--- config.mk ---
export PLATFORM = sky130hd
export DESIGN_NAME = sclk_ctrl
export DESIGN_NICKNAME = d
export VERILOG_FILES = /design/src/design/sclk_pkg.sv /design/src/design/sclk_sync.sv /design/src/design/sclk_wake_qual.sv /design/src/design/sclk_ctrl.sv
export SDC_FILE = /design/constraint.sdc
export NUM_CORES = 1
export LEC_CHECK = 0
export ABC_AREA = 0
export BUFFER_PORTS_ARGS = -buffer_cell sky130_fd_sc_hd__buf_2
export CAP_MARGIN = 0
export CELL_PAD_IN_SITES_DETAIL_PLACEMENT = 0
export CELL_PAD_IN_SITES_GLOBAL_PLACEMENT = 1
export CORE_ASPECT_RATIO = 0.8
export CORE_MARGIN = 4
export CORE_UTILIZATION = 42
export DETAILED_ROUTE_END_ITERATION = 6
export HOLD_SLACK_MARGIN = 0.05
export PLACE_DENSITY_LB_ADDON = 0.1
export SYNTH_ARGS = -nofsm -noshare
export SYNTH_HDL_FRONTEND = slang
export SYNTH_SLANG_ARGS = --single-unit
export TNS_END_PERCENT = 1
--- constraint.sdc ---
create_clock -name sys_clk -period 3.2 [get_ports sys_clk]
set_input_delay 0.48 -clock sys_clk [delete_from_list [all_inputs] [get_ports sys_clk]]
set_output_delay 0.48 -clock sys_clk [all_outputs]
set_load 0.05 [all_outputs]
--- src/design/sclk_pkg.sv ---
package sclk_pkg;

    // ==========================================================
    // Register map (word addresses on the plain port)
    localparam logic [3:0] ADDR_MCU_CTRL = 4'h0;
    localparam logic [3:0] ADDR_OSC_TRIM = 4'h1;
    localparam logic [3:0] ADDR_STATUS = 4'h2;
    localparam logic [3:0] ADDR_STARTUP = 4'h3;

    // ==========================================================
    // Control field layout
    localparam int SLEEP_ALLOW_BIT = 5;
    localparam int SLEEP_SEL_LSB = 2;
    localparam int SLEEP_SEL_W = 3;
    localparam logic [7:0] MCU_CTRL_RESET = 8'h00;

    // ==========================================================
    // Sleep select encodings
    localparam logic [2:0] SEL_IDLE = 3'h0;
    localparam logic [2:0] SEL_ADC_NR = 3'h1;
    localparam logic [2:0] SEL_PDOWN = 3'h2;
    localparam logic [2:0] SEL_PSAVE = 3'h3;
    localparam logic [2:0] SEL_STBY = 3'h6;
    localparam logic [2:0] SEL_XSTBY = 3'h7;

    // ==========================================================
    // Timing
    localparam int HALT_CYCLES = 4;
    localparam int STBY_WAKE_CK = 6;
    localparam logic [15:0] STARTUP_RESET = 16'h0006;
    localparam int CNT_W = 16;

    // ==========================================================
    // Wake source bit positions
    localparam int WK_EXT_LOW = 0;
    localparam int WK_EXT_HIGH_LVL = 1;
    localparam int WK_TWI_MATCH = 2;
    localparam int WK_TIMER0 = 3;
    localparam int WK_NVM_READY = 4;
    localparam int WK_ADC_DONE = 5;
    localparam int WK_OTHER_IO = 6;
    localparam int WK_W = 7;

    typedef enum logic [2:0] {
        SCLK_RUN = 3'b000,
        SCLK_SLEEP = 3'b001,
        SCLK_RESTART = 3'b011,
        SCLK_HALT = 3'b010
    } sclk_state_t;

endpackage : sclk_pkg

--- src/design/sclk_sync.sv ---
`timescale 1ns/1ps
// ==========================================================
// Three-stage sampler; change accepted when stages two and three agree
module sclk_sync (
    input wire logic sys_clk,
    input wire logic rst_n,
    input wire logic din,
    output logic dout
);
    logic s1;
    logic s2;
    logic s3;

    always_ff @(posedge sys_clk or negedge rst_n)
    begin
        if (!rst_n)
        begin
            s1 <= 1'b0;
            s2 <= 1'b0;
            s3 <= 1'b0;
        end
        else
        begin
            s1 <= din;
            s2 <= s1;
            s3 <= s2;
        end
    end

    always_ff @(posedge sys_clk or negedge rst_n)
    begin
        if (!rst_n)
            dout <= 1'b0;
        else if (s2 == s3)
            dout <= s3;
    end
endmodule : sclk_sync

--- src/design/sclk_wake_qual.sv ---
`timescale 1ns/1ps
// ==========================================================
// Per-mode wake source qualifier, combinational
module sclk_wake_qual (
    input wire logic [2:0] mode,
    input wire logic [sclk_pkg::WK_W-1:0] src,
    input wire logic async_sel,
    input wire logic timer0_ie,
    input wire logic global_ie,
    output logic wake
);
    logic [sclk_pkg::WK_W-1:0] allow;
    logic t0_ok;

    always_comb
    begin
        t0_ok = async_sel && timer0_ie && global_ie;
        allow = '0;
        case (mode)
            sclk_pkg::SEL_IDLE:
                allow = '1;
            sclk_pkg::SEL_ADC_NR:
            begin
                allow = '1;
                allow[sclk_pkg::WK_OTHER_IO] = 1'b0;
            end
            sclk_pkg::SEL_PDOWN, sclk_pkg::SEL_STBY:
            begin
                allow[sclk_pkg::WK_EXT_LOW] = 1'b1;
                allow[sclk_pkg::WK_EXT_HIGH_LVL] = 1'b1;
                allow[sclk_pkg::WK_TWI_MATCH] = 1'b1;
            end
            sclk_pkg::SEL_PSAVE, sclk_pkg::SEL_XSTBY:
            begin
                allow[sclk_pkg::WK_EXT_LOW] = 1'b1;
                allow[sclk_pkg::WK_EXT_HIGH_LVL] = 1'b1;
                allow[sclk_pkg::WK_TWI_MATCH] = 1'b1;
                allow[sclk_pkg::WK_TIMER0] = t0_ok;
            end
            default:
                allow = '0;
        endcase
        wake = |(allow & src);
    end
endmodule : sclk_wake_qual

--- src/design/sclk_ctrl.sv ---
`timescale 1ns/1ps
// Behaviour
// - Reset loads factory 1 MHz trim byte
// - Trim zero slowest, all ones fastest
// - Trim register absent in legacy mode
// - Sleep needs allow bit plus instruction
// - Four halt cycles after start-up time
// - Storage kept; reset during sleep wakes
// - Select 000 Idle stops CPU, flash
// - Idle wakes on any enabled interrupt
// - Idle or ADC mode starts conversion
// - Select 001 also stops I/O clock
// - ADC mode limited wake source set
// - Select 010 stops oscillator, all clocks
// - Power-down wakes on external, address match
// - Power-down wake waits restart delay
// - Select 011 keeps async timer running
// - Timer wake needs both enables set
// - Standby modes keep oscillator, crystal only
// - Async domain only with select bit
// - Select 110 Standby, six-cycle wake
// - Select 111 extended; 100, 101 reserved
// - Allow bit 5, select bits 4:2
module sclk_ctrl (
    input wire logic sys_clk,
    input wire logic rst_n,
    input wire logic [3:0] reg_addr,
    input wire logic [7:0] reg_wdata,
    input wire logic reg_wr,
    input wire logic reg_rd,
    output logic [7:0] reg_rdata,
    input wire logic sleep_instr,
    input wire logic [7:0] factory_trim,
    input wire logic legacy_mode,
    input wire logic crystal_selected,
    input wire logic [15:0] restart_delay,
    input wire logic timer0_async_select,
    input wire logic timer0_ie,
    input wire logic global_ie,
    input wire logic adc_enabled,
    input wire logic sys_reset_req,
    input wire logic [sclk_pkg::WK_W-1:0] wake_src,
    input wire logic ext_irq_high_level,
    output logic [7:0] oscillator_trim,
    output logic cpu_clock_domain,
    output logic flash_clock_domain,
    output logic io_clock_domain,
    output logic adc_clock_domain,
    output logic async_clock_domain,
    output logic main_osc_en,
    output logic timer_osc_en,
    output logic core_hold,
    output logic adc_auto_start,
    output logic reset_wake
);
    sclk_pkg::sclk_state_t state;
    logic [7:0] mcu_control_reg;
    logic [2:0] active_mode;
    logic [sclk_pkg::CNT_W-1:0] cnt;
    logic trim_loaded;
    logic high_lvl_sync;
    logic wake_hit;
    logic [sclk_pkg::WK_W-1:0] src_all;
    logic sleep_allow;
    logic [2:0] sleep_select;
    logic sleep_go;
    logic mode_legal;
    logic [sclk_pkg::CNT_W-1:0] next_restart;
    logic [sclk_pkg::CNT_W-1:0] restart_reg;

    assign sleep_allow = mcu_control_reg[sclk_pkg::SLEEP_ALLOW_BIT];
    assign sleep_select = mcu_control_reg[sclk_pkg::SLEEP_SEL_LSB +: sclk_pkg::SLEEP_SEL_W];

    // ==========================================================
    // Mode legality: reserved codes and standby without crystal never sleep
    always_comb
    begin
        case (sleep_select)
            sclk_pkg::SEL_IDLE, sclk_pkg::SEL_ADC_NR,
            sclk_pkg::SEL_PDOWN, sclk_pkg::SEL_PSAVE:
                mode_legal = 1'b1;
            sclk_pkg::SEL_STBY, sclk_pkg::SEL_XSTBY:
                mode_legal = crystal_selected;
            default:
                mode_legal = 1'b0;
        endcase
    end

    assign sleep_go = sleep_instr && sleep_allow && mode_legal;

    // ==========================================================
    // Wake sources
    sclk_sync u_lvl_sync (
        .sys_clk(sys_clk),
        .rst_n(rst_n),
        .din(ext_irq_high_level),
        .dout(high_lvl_sync)
    );

    always_comb
    begin
        src_all = wake_src;
        // Only a held level wakes from the deep modes
        src_all[sclk_pkg::WK_EXT_HIGH_LVL] = high_lvl_sync;
    end

    sclk_wake_qual u_qual (
        .mode(active_mode),
        .src(src_all),
        .async_sel(timer0_async_select),
        .timer0_ie(timer0_ie),
        .global_ie(global_ie),
        .wake(wake_hit)
    );

    // ==========================================================
    // Register file
    always_ff @(posedge sys_clk or negedge rst_n)
    begin
        if (!rst_n)
            mcu_control_reg <= sclk_pkg::MCU_CTRL_RESET;
        else if (reg_wr && reg_addr == sclk_pkg::ADDR_MCU_CTRL)
            mcu_control_reg <= reg_wdata;
    end

    // Strap caught by clock after release, not by the async reset
    always_ff @(posedge sys_clk or negedge rst_n)
    begin
        if (!rst_n)
        begin
            oscillator_trim <= 8'h00;
            trim_loaded <= 1'b0;
        end
        else if (!trim_loaded)
        begin
            oscillator_trim <= factory_trim;
            trim_loaded <= 1'b1;
        end
        else if (reg_wr && reg_addr == sclk_pkg::ADDR_OSC_TRIM && !legacy_mode)
            oscillator_trim <= reg_wdata;
    end

    always_ff @(posedge sys_clk or negedge rst_n)
    begin
        if (!rst_n)
            restart_reg <= sclk_pkg::STARTUP_RESET;
        else
            restart_reg <= next_restart;
    end

    // Restart delay follows the clock-source settings; standby uses fixed wake
    always_comb
    begin
        next_restart = restart_delay;
        if (restart_delay == '0)
            next_restart = sclk_pkg::STARTUP_RESET;
    end

    always_ff @(posedge sys_clk or negedge rst_n)
    begin
        if (!rst_n)
            reg_rdata <= 8'h00;
        else if (reg_rd)
        begin
            if (reg_addr == sclk_pkg::ADDR_MCU_CTRL)
                reg_rdata <= mcu_control_reg;
            else if (reg_addr == sclk_pkg::ADDR_OSC_TRIM)
                reg_rdata <= legacy_mode ? 8'h00 : oscillator_trim;
            else if (reg_addr == sclk_pkg::ADDR_STATUS)
                reg_rdata <= {3'h0, core_hold, active_mode, state != sclk_pkg::SCLK_RUN};
            else if (reg_addr == sclk_pkg::ADDR_STARTUP)
                reg_rdata <= restart_reg[7:0];
            else
                reg_rdata <= 8'h00;
        end
        else
            reg_rdata <= 8'h00;
    end

    // ==========================================================
    // Sleep sequencer
    always_ff @(posedge sys_clk or negedge rst_n)
    begin
        if (!rst_n)
        begin
            state <= sclk_pkg::SCLK_RUN;
            active_mode <= sclk_pkg::SEL_IDLE;
            cnt <= '0;
        end
        else if (sys_reset_req)
        begin
            // Reset aborts sleep; core restarts from its reset vector
            state <= sclk_pkg::SCLK_RUN;
            cnt <= '0;
        end
        else
        begin
            case (state)
                sclk_pkg::SCLK_RUN:
                    if (sleep_go)
                    begin
                        state <= sclk_pkg::SCLK_SLEEP;
                        active_mode <= sleep_select;
                    end
                sclk_pkg::SCLK_SLEEP:
                    if (wake_hit)
                    begin
                        state <= sclk_pkg::SCLK_RESTART;
                        if (active_mode == sclk_pkg::SEL_IDLE
                            || active_mode == sclk_pkg::SEL_ADC_NR)
                            cnt <= '0;
                        else if (active_mode == sclk_pkg::SEL_STBY
                            || active_mode == sclk_pkg::SEL_XSTBY)
                            cnt <= sclk_pkg::CNT_W'(sclk_pkg::STBY_WAKE_CK - 1);
                        else
                            cnt <= restart_reg - 16'h0001;
                    end
                sclk_pkg::SCLK_RESTART:
                    if (cnt == '0)
                    begin
                        state <= sclk_pkg::SCLK_HALT;
                        cnt <= sclk_pkg::CNT_W'(sclk_pkg::HALT_CYCLES - 1);
                    end
                    else
                        cnt <= cnt - 16'h0001;
                sclk_pkg::SCLK_HALT:
                    if (cnt == '0)
                        state <= sclk_pkg::SCLK_RUN;
                    else
                        cnt <= cnt - 16'h0001;
                default:
                    state <= sclk_pkg::SCLK_RUN;
            endcase
        end
    end

    // ==========================================================
    // Clock gates; storage domains are only clock-gated, never cleared
    always_ff @(posedge sys_clk or negedge rst_n)
    begin
        if (!rst_n)
        begin
            cpu_clock_domain <= 1'b1;
            flash_clock_domain <= 1'b1;
            io_clock_domain <= 1'b1;
            adc_clock_domain <= 1'b1;
            main_osc_en <= 1'b1;
        end
        else if (state == sclk_pkg::SCLK_SLEEP && !sys_reset_req)
        begin
            cpu_clock_domain <= 1'b0;
            flash_clock_domain <= 1'b0;
            io_clock_domain <= active_mode == sclk_pkg::SEL_IDLE;
            adc_clock_domain <= active_mode == sclk_pkg::SEL_IDLE
                || active_mode == sclk_pkg::SEL_ADC_NR;
            main_osc_en <= active_mode == sclk_pkg::SEL_IDLE
                || active_mode == sclk_pkg::SEL_ADC_NR
                || active_mode == sclk_pkg::SEL_STBY
                || active_mode == sclk_pkg::SEL_XSTBY;
        end
        else
        begin
            cpu_clock_domain <= 1'b1;
            flash_clock_domain <= 1'b1;
            io_clock_domain <= 1'b1;
            adc_clock_domain <= 1'b1;
            main_osc_en <= 1'b1;
        end
    end

    always_ff @(posedge sys_clk or negedge rst_n)
    begin
        if (!rst_n)
        begin
            async_clock_domain <= 1'b0;
            timer_osc_en <= 1'b0;
        end
        else if (state == sclk_pkg::SCLK_SLEEP
            && (active_mode == sclk_pkg::SEL_PDOWN || active_mode == sclk_pkg::SEL_STBY))
        begin
            async_clock_domain <= 1'b0;
            timer_osc_en <= 1'b0;
        end
        else
        begin
            async_clock_domain <= timer0_async_select;
            timer_osc_en <= timer0_async_select;
        end
    end

    always_ff @(posedge sys_clk or negedge rst_n)
    begin
        if (!rst_n)
            core_hold <= 1'b0;
        else
            core_hold <= (state != sclk_pkg::SCLK_RUN || sleep_go) && !sys_reset_req;
    end

    always_ff @(posedge sys_clk or negedge rst_n)
    begin
        if (!rst_n)
        begin
            adc_auto_start <= 1'b0;
            reset_wake <= 1'b0;
        end
        else
        begin
            adc_auto_start <= sleep_go && adc_enabled
                && (sleep_select == sclk_pkg::SEL_IDLE
                || sleep_select == sclk_pkg::SEL_ADC_NR);
            reset_wake <= sys_reset_req && state != sclk_pkg::SCLK_RUN;
        end
    end

    // ==========================================================
    // Checks
    a_sleep_needs_allow: assert property (@(posedge sys_clk) disable iff (!rst_n)
        (state == sclk_pkg::SCLK_RUN && sleep_instr && !sleep_allow && !sys_reset_req)
        |=> state == sclk_pkg::SCLK_RUN)
        else $error("sleep entered without allow bit");
    a_halt_four: assert property (@(posedge sys_clk) disable iff (!rst_n)
        ($rose(state == sclk_pkg::SCLK_HALT) && !sys_reset_req) |->
        (state == sclk_pkg::SCLK_HALT && !sys_reset_req)[*4] ##1 1'b1)
        else $error("halt stage not four cycles");
    a_idle_clocks: assert property (@(posedge sys_clk) disable iff (!rst_n)
        (state == sclk_pkg::SCLK_SLEEP && active_mode == sclk_pkg::SEL_IDLE
        && !sys_reset_req) |=> !cpu_clock_domain && io_clock_domain)
        else $error("idle gating wrong");
    a_adc_nr_clocks: assert property (@(posedge sys_clk) disable iff (!rst_n)
        (state == sclk_pkg::SCLK_SLEEP && active_mode == sclk_pkg::SEL_ADC_NR
        && !sys_reset_req) |=> !io_clock_domain && adc_clock_domain)
        else $error("adc mode gating wrong");
    a_pdown_osc: assert property (@(posedge sys_clk) disable iff (!rst_n)
        (state == sclk_pkg::SCLK_SLEEP && active_mode == sclk_pkg::SEL_PDOWN
        && !sys_reset_req) |=> !main_osc_en && !async_clock_domain)
        else $error("power-down left a clock");
    a_reserved_no_sleep: assert property (@(posedge sys_clk) disable iff (!rst_n)
        (state == sclk_pkg::SCLK_RUN && sleep_select[2:1] == 2'b10 && !sys_reset_req)
        |=> state == sclk_pkg::SCLK_RUN)
        else $error("reserved mode entered");
    a_trim_load: assert property (@(posedge sys_clk) disable iff (!rst_n)
        $rose(trim_loaded) |-> oscillator_trim == $past(factory_trim))
        else $error("trim not loaded");
    a_legacy_trim: assert property (@(posedge sys_clk) disable iff (!rst_n)
        (legacy_mode && trim_loaded && $past(trim_loaded)) |-> $stable(oscillator_trim))
        else $error("trim written in legacy mode");
    a_stby_wake: assert property (@(posedge sys_clk) disable iff (!rst_n)
        (state == sclk_pkg::SCLK_SLEEP && active_mode == sclk_pkg::SEL_STBY && wake_hit
        && !sys_reset_req) |=> (state == sclk_pkg::SCLK_RESTART)[*6])
        else $error("standby wake not six cycles");
    a_async_gate: assert property (@(posedge sys_clk) disable iff (!rst_n)
        !$past(timer0_async_select) |-> !async_clock_domain)
        else $error("async clock without select");
    c_idle_sleep: cover property (@(posedge sys_clk) disable iff (!rst_n)
        state == sclk_pkg::SCLK_SLEEP && active_mode == sclk_pkg::SEL_IDLE);
    c_pdown_wake: cover property (@(posedge sys_clk) disable iff (!rst_n)
        state == sclk_pkg::SCLK_SLEEP && active_mode == sclk_pkg::SEL_PDOWN ##1
        state == sclk_pkg::SCLK_RESTART);
    c_reset_wake: cover property (@(posedge sys_clk) disable iff (!rst_n) reset_wake);
endmodule : sclk_ctrl

After elaboration in Yosys (flattened, before gate mapping)
Index checks and enable logic that the tools add are counted.
{"block": "word_totals", "reg_bits": 75, "wordCells": 117}
{"block": "classes", "add_sub_neg": 2, "eq_ne": 23, "n_mux": 31, "bitwise_logic": 2, "n_reduce_logical": 39}
{"operator": "16-bit two-way mux", "n": 7}
{"operator": "8-bit two-way mux", "n": 8}
{"operator": "16-bit case mux with 3 select lines", "n": 1}
{"operator": "16-bit logical NOT", "n": 2}
{"operator": "16-bit by 1-bit subtractor with 16-bit output, second input constant", "n": 2}
{"operator": "3-bit by 2-bit == test with 1-bit output, second input constant", "n": 6}
{"operator": "3-bit two-way mux", "n": 6}
{"operator": "1-bit logical AND", "n": 13}
{"operator": "3-bit == test, second input constant", "n": 4}
{"operator": "3-bit != test, second input constant", "n": 4}
{"operator": "3-bit case mux with 4 select lines", "n": 1}
{"operator": "3-bit by 1-bit == test with 1-bit output, second input constant", "n": 3}
{"operator": "3-bit logical NOT", "n": 3}
{"operator": "4-bit by 2-bit == test with 1-bit output, second input constant", "n": 2}
{"operator": "7-bit bitwise AND", "n": 1}
{"operator": "1-bit logical OR", "n": 7}
{"operator": "7-bit OR reduction", "n": 1}
{"operator": "3-bit case mux with 2 select lines", "n": 1}
{"operator": "3-bit AND reduction", "n": 2}
{"operator": "2-bit OR reduction", "n": 3}
{"operator": "6-bit OR reduction", "n": 1}
{"operator": "1-bit two-way mux", "n": 5}
{"operator": "4-bit by 1-bit == test with 1-bit output, second input constant", "n": 1}
{"operator": "4-bit logical NOT", "n": 1}
{"operator": "other kinds (10)", "n": 12}

Depth between registers and ports, before layout
{"block": "depth", "depth_word": 8, "ltp_mapped": 10, "ltp_nobuf": 8}

By module
From an unflattened synthesis, not the netlist that was laid out.
{"block": "hier_totals", "cells_unflattened": 382, "hier_area_um2": 3704.8}
{"mod": "sclk_ctrl", "instances": 1, "cells_each": 370, "area_each_um2": 3539.6, "seq_area_each_um2": 1759.2}
{"mod": "sclk_sync", "instances": 1, "cells_each": 5, "area_each_um2": 111.4, "seq_area_each_um2": 100.1}
{"mod": "sclk_wake_qual", "instances": 1, "cells_each": 7, "area_each_um2": 53.8, "seq_area_each_um2": 0.0}

Worst setup path after synthesis
Ideal clock, no wire load.
{"block": "synth_path", "kind": "reg2reg", "start": "reg cnt[0] (netlist bit)", "end": "reg cnt[11] (netlist bit)", "t_arrival_ps": 2300, "required_ps": 3078, "setup_slack_ps": 778, "stages_incl_launch_ff": 11, "n_path_buf": 2, "path_cell_list": "dfrtp_1 inv_1 ha_1 or3b_1 clkbuf_1 or4_4 o21ai_4 a21o_1 buf_6 nor2_4 a32o_1"}
{"block": "synth_between", "elab_chain_len": 4, "elab_cells_between_ends": 8}
{"item": "start, declared", "line_no": "sclk_ctrl.sv:59", "rtl": "logic [sclk_pkg::CNT_W-1:0] cnt;"}
{"item": "start signal, assigned", "line_no": "sclk_ctrl.sv:214", "rtl": "cnt <= sclk_pkg::CNT_W'(sclk_pkg::STBY_WAKE_CK - 1);"}
{"item": "start signal, assigned", "line_no": "sclk_ctrl.sv:216", "rtl": "cnt <= restart_reg - 16'h0001;"}
{"item": "start signal, assigned", "line_no": "sclk_ctrl.sv:222", "rtl": "cnt <= sclk_pkg::CNT_W'(sclk_pkg::HALT_CYCLES - 1);"}
{"item": "16-bit by 1-bit subtractor with 16-bit output or 16-bit logical NOT (tied branches)"}
{"item": "16-bit two-way mux (on tied branches)", "line_no": "sclk_ctrl.sv:227, sclk_ctrl.sv:219"}
{"item": "16-bit case mux with 3 select lines", "line_no": "sclk_ctrl.sv:198", "rtl": "case (state)"}
{"item": "16-bit two-way mux", "line_no": "sclk_ctrl.sv:190", "rtl": "else if (sys_reset_req)"}
Several ways; a longest one is shown, not always the timed one. The select of a mux whose other input is x is not followed.
A chain may end at the register's enable or synchronous reset.

Worst setup path in the final report
{"block": "layout_path", "start": "reg cnt[0] (netlist bit)", "end": "reg cnt[5] (netlist bit)"}
The elaborated chain is that of the path after synthesis.

==> results.tsv <==
metric	value	unit
dp.final_hpwl	7.02	mm
clockPowerShare	20.6	%
path_max_fanout	11	
grt_overflow	0	
hold_class	input pin to register	
cts_tree	done	
route.detailed.drc	0	
syn-num-nets	435	
cts_made_buffers	9	
routed-wl-met2	4.10	mm
slew_headroom	37.9	%
r2r-start	cnt[0]$_DFFE_PN0P_	
status	complete, no violations	
seqPwrFrac	36.1	%
routed_wl	9.72	mm
netlist_top_cells_area	dfrtp_1 (45%), dfstp_2 (4.2%), nor2_1 (3.3%)	
drtIter0Drc	151	
cp_cell_sequence	inv_1 -> ha_1 -> or3b_1 -> nor4_1 -> a21o_1 -> o21ai_0 -> a32o_1	
max-clock-path-buffers	2	
route.met3.wl	622	um
swShare	43.8	%
p_leak	1.97	nW
switchingPower	1.56	mW
period_needed	2.76	ns
tightest_slew	0.932	ns
num_rows	30	
yosysMostFrequentCell	dfrtp_1	
hold_viol	0	
ctsResizeCount	0	
postRouteAntennaNets	0	
intPower	1.99	mW
clk_pin_slew	0.08	ns
critPathKind	register to register	
coreArea	8600	sq um
start_util	43.8	%
areaGrowthSynthToFinish	16.1	%
cp_data_required_time	3.44	ns
comb_power_share	43.3	%
port-buffer-count	80	
io-pin-count	82	
crit_arrival	3.00	ns
synth-main-ff-cell	dfrtp_1	
crit_path_end_kind	register	
post_cts_buffers	0	
gp_congestion	0.827	
min_from	ext_irq_high_level	
wl_per_cell	17.5	um
yosysTopAreaCell	dfrtp_1	
slowest_stage	nor4_1	
seq_area_frac_synth	49.4	%
dieArea	10600	sq um
grt_max_degree	75	
vias	3030	
fmax	362	MHz
die_h	92.7	um
clk_latency	0.35	ns
startpoint_type	register	
cts_hold_buffers	0	
die_w	114	um
synth_top_area_share	45.2	%
synth_common_cells	dfrtp_1 (68), nor2_1 (33), nand2_1 (28)	
final.setup.tns	0	ns
hold_path_end	u_lvl_sync.s1$_DFF_PN0_	
layoutNonFillerInstCount	554	
dr.pass1.iters	6	
cts-root-buf	clkbuf_8	
setup_viol	0	
dp.cells	538	
stdcell_area	4370	sq um
r2r-end	cnt[5]$_DFFE_PN0P_	
fin_crit_sh	86.4	%
yosys_register_bits	74	
max_stage_delay	0.56	ns
whs_path_depth	1	
grt_pass1_vias	3012	
diodes	0	
drive_gt1_share	27.6	%
maxCapViolCount	0	
ys_async_sr_fraction	100	%
grt_pass1_wl	15.8	mm
viasPerCell	5.47	
place_area	4180	sq um
n_fill_cell	822	
synth_cells	374	
highest_layer	met4	
synth_cell_types	59	
clock_sinks	74	
power_density	812	nW/um^2
antenna_found_initial	0	
syn_area_per_cell	10.1	sq um
yosysWarnings	0	
ir_drop	0.494	mV
grt_usage	19.3	%
wl_met1	4.89	mm
netlist_area	3770	sq um
reg2reg_depth	7	
fin_nets	498	
clock-skew-final	0.0118	ns
htreeDepth	3	
maxSlewViolCount	0	
rsz0062_at_grt	no	
synth_edf_count	0	
r2r_slack	0.44	ns
## power by group through the flow
| stage | registers (mW) | clock network, mW | logic (mW) |
|---|---|---|---|
| 5_1_grt | 1.31 | 0.797 | 1.72 |
| 2_1_floorplan | 1.36 | 0 | 1.12 |
| 3_5_place_dp | 1.30 | 0 | 1.52 |
| 4_1_cts | 1.28 | 0.756 | 1.53 |
| 6_report | 1.28 | 0.730 | 1.54 |
| 3_3_place_gp | 1.30 | 0 | 1.52 |
## layout make-up
class | instances | area, sq um | share of cell area (%)
Tap cell | 112 | 140 | 3.20
Clock buffer | 10 | 128 | 2.92
Inverter | 12 | 45.0 | 1.03
Sequential cell | 74 | 1860 | 42.5
Clock inverter | 6 | 66.3 | 1.52
Multi-Input combinational cell | 257 | 1710 | 39.1
Timing Repair Buffer | 83 | 425 | 9.73
## metrics by stage
| step | total power [mW] | hold slack (ns) | utilization, % | worst slack (ns) |
|---|---|---|---|---|
| 6_report | 3.55 | 0.236 | 50.9 | 0.436 |
| 5_1_grt | 3.82 | 0.211 | 50.9 | 0.236 |
| 4_1_cts | 3.56 | 0.213 | 50.9 | 0.446 |
| 3_5_place_dp | 2.82 | 0.346 | 48.6 | 0.466 |
| 3_3_place_gp | 2.82 | 0.333 | 48.6 | 0.479 |
| 2_1_floorplan | 2.48 | 0.184 | - | 0.778 |
## worst max-delay path: cells and delay by family (launching register included)
| family | cells | cell delay (ns) |
|---|---|---|
| AO/OA/AOI/OAI | 3 | 0.91 |
| adder cells (fa/ha/maj) | 1 | 0.19 |
| buffers and inverters | 1 | 0.09 |
| flip-flops | 1 | 0.45 |
| AND/OR/NAND/NOR | 2 | 1.02 |
## worst max-delay path by stage
stage / from / slack (ns) / cells past startpoint / end
finish: cnt[0]$_DFFE_PN0P_ / 0.44 / 7 / cnt[5]$_DFFE_PN0P_
global route: cnt[0]$_DFFE_PN0P_ / 0.24 / 7 / cnt[1]$_DFFE_PN0P_
CTS: cnt[0]$_DFFE_PN0P_ / 0.45 / 8 / cnt[5]$_DFFE_PN0P_
detailed placement: cnt[0]$_DFFE_PN0P_ / 0.47 / 8 / cnt[9]$_DFFE_PN0P_
global placement: cnt[0]$_DFFE_PN0P_ / 0.48 / 8 / cnt[12]$_DFFE_PN0P_
floorplan: cnt[0]$_DFFE_PN0P_ / 0.78 / 10 / cnt[11]$_DFFE_PN0P_
## placed cells by master (no fill, tap or decap), types with 4 or more instances in the layout
| master | netlist | routed |
|---|---|---|
| o2bb2ai_1 | 4 | 4 |
| dfrtp_1 | 68 | 68 |
| a222oi_1 | 5 | 5 |
| mux2i_1 | 9 | 9 |
| buf_2 | 3 | 79 |
| o21ai_0 | 23 | 23 |
| nor3_1 | 12 | 12 |
| mux2_2 | 11 | 11 |
| o32ai_1 | 5 | 5 |
| nand3_1 | 6 | 6 |
| xnor2_1 | 4 | 4 |
| xor2_1 | 9 | 9 |
| inv_1 | 11 | 11 |
| nor2_1 | 33 | 33 |
| clkbuf_8 | 1 | 9 |
| nand2_1 | 28 | 28 |
| nor3b_1 | 4 | 4 |
| dfstp_2 | 6 | 6 |
| a32o_1 | 7 | 7 |
| nor4_1 | 13 | 13 |
| buf_4 | 2 | 4 |
| ha_1 | 5 | 5 |
| nor2b_1 | 6 | 6 |
| a21oi_1 | 24 | 24 |
| or3_1 | 6 | 6 |
## cells by family after synthesis
logic type,count (synthesis),synth area share [%]
and+or+nand+nor,126,17.1
AOI/OAI and AO/OA,91,17.5
DFF,74,49.4
xor gates and xnor gates,13,3.02
other,1,0.0996
buffers and inverters,43,5.25
muxes,20,5.68
adders and majority gates,6,1.93
## layer usage
layer,global-route usage (%),vias up
li1,-,1478
met1,30.0,1438
met2,26.6,106
met3,4.18,8
met4,5.64,0
met5,0,-
Power figures use the tool's default switching activity.
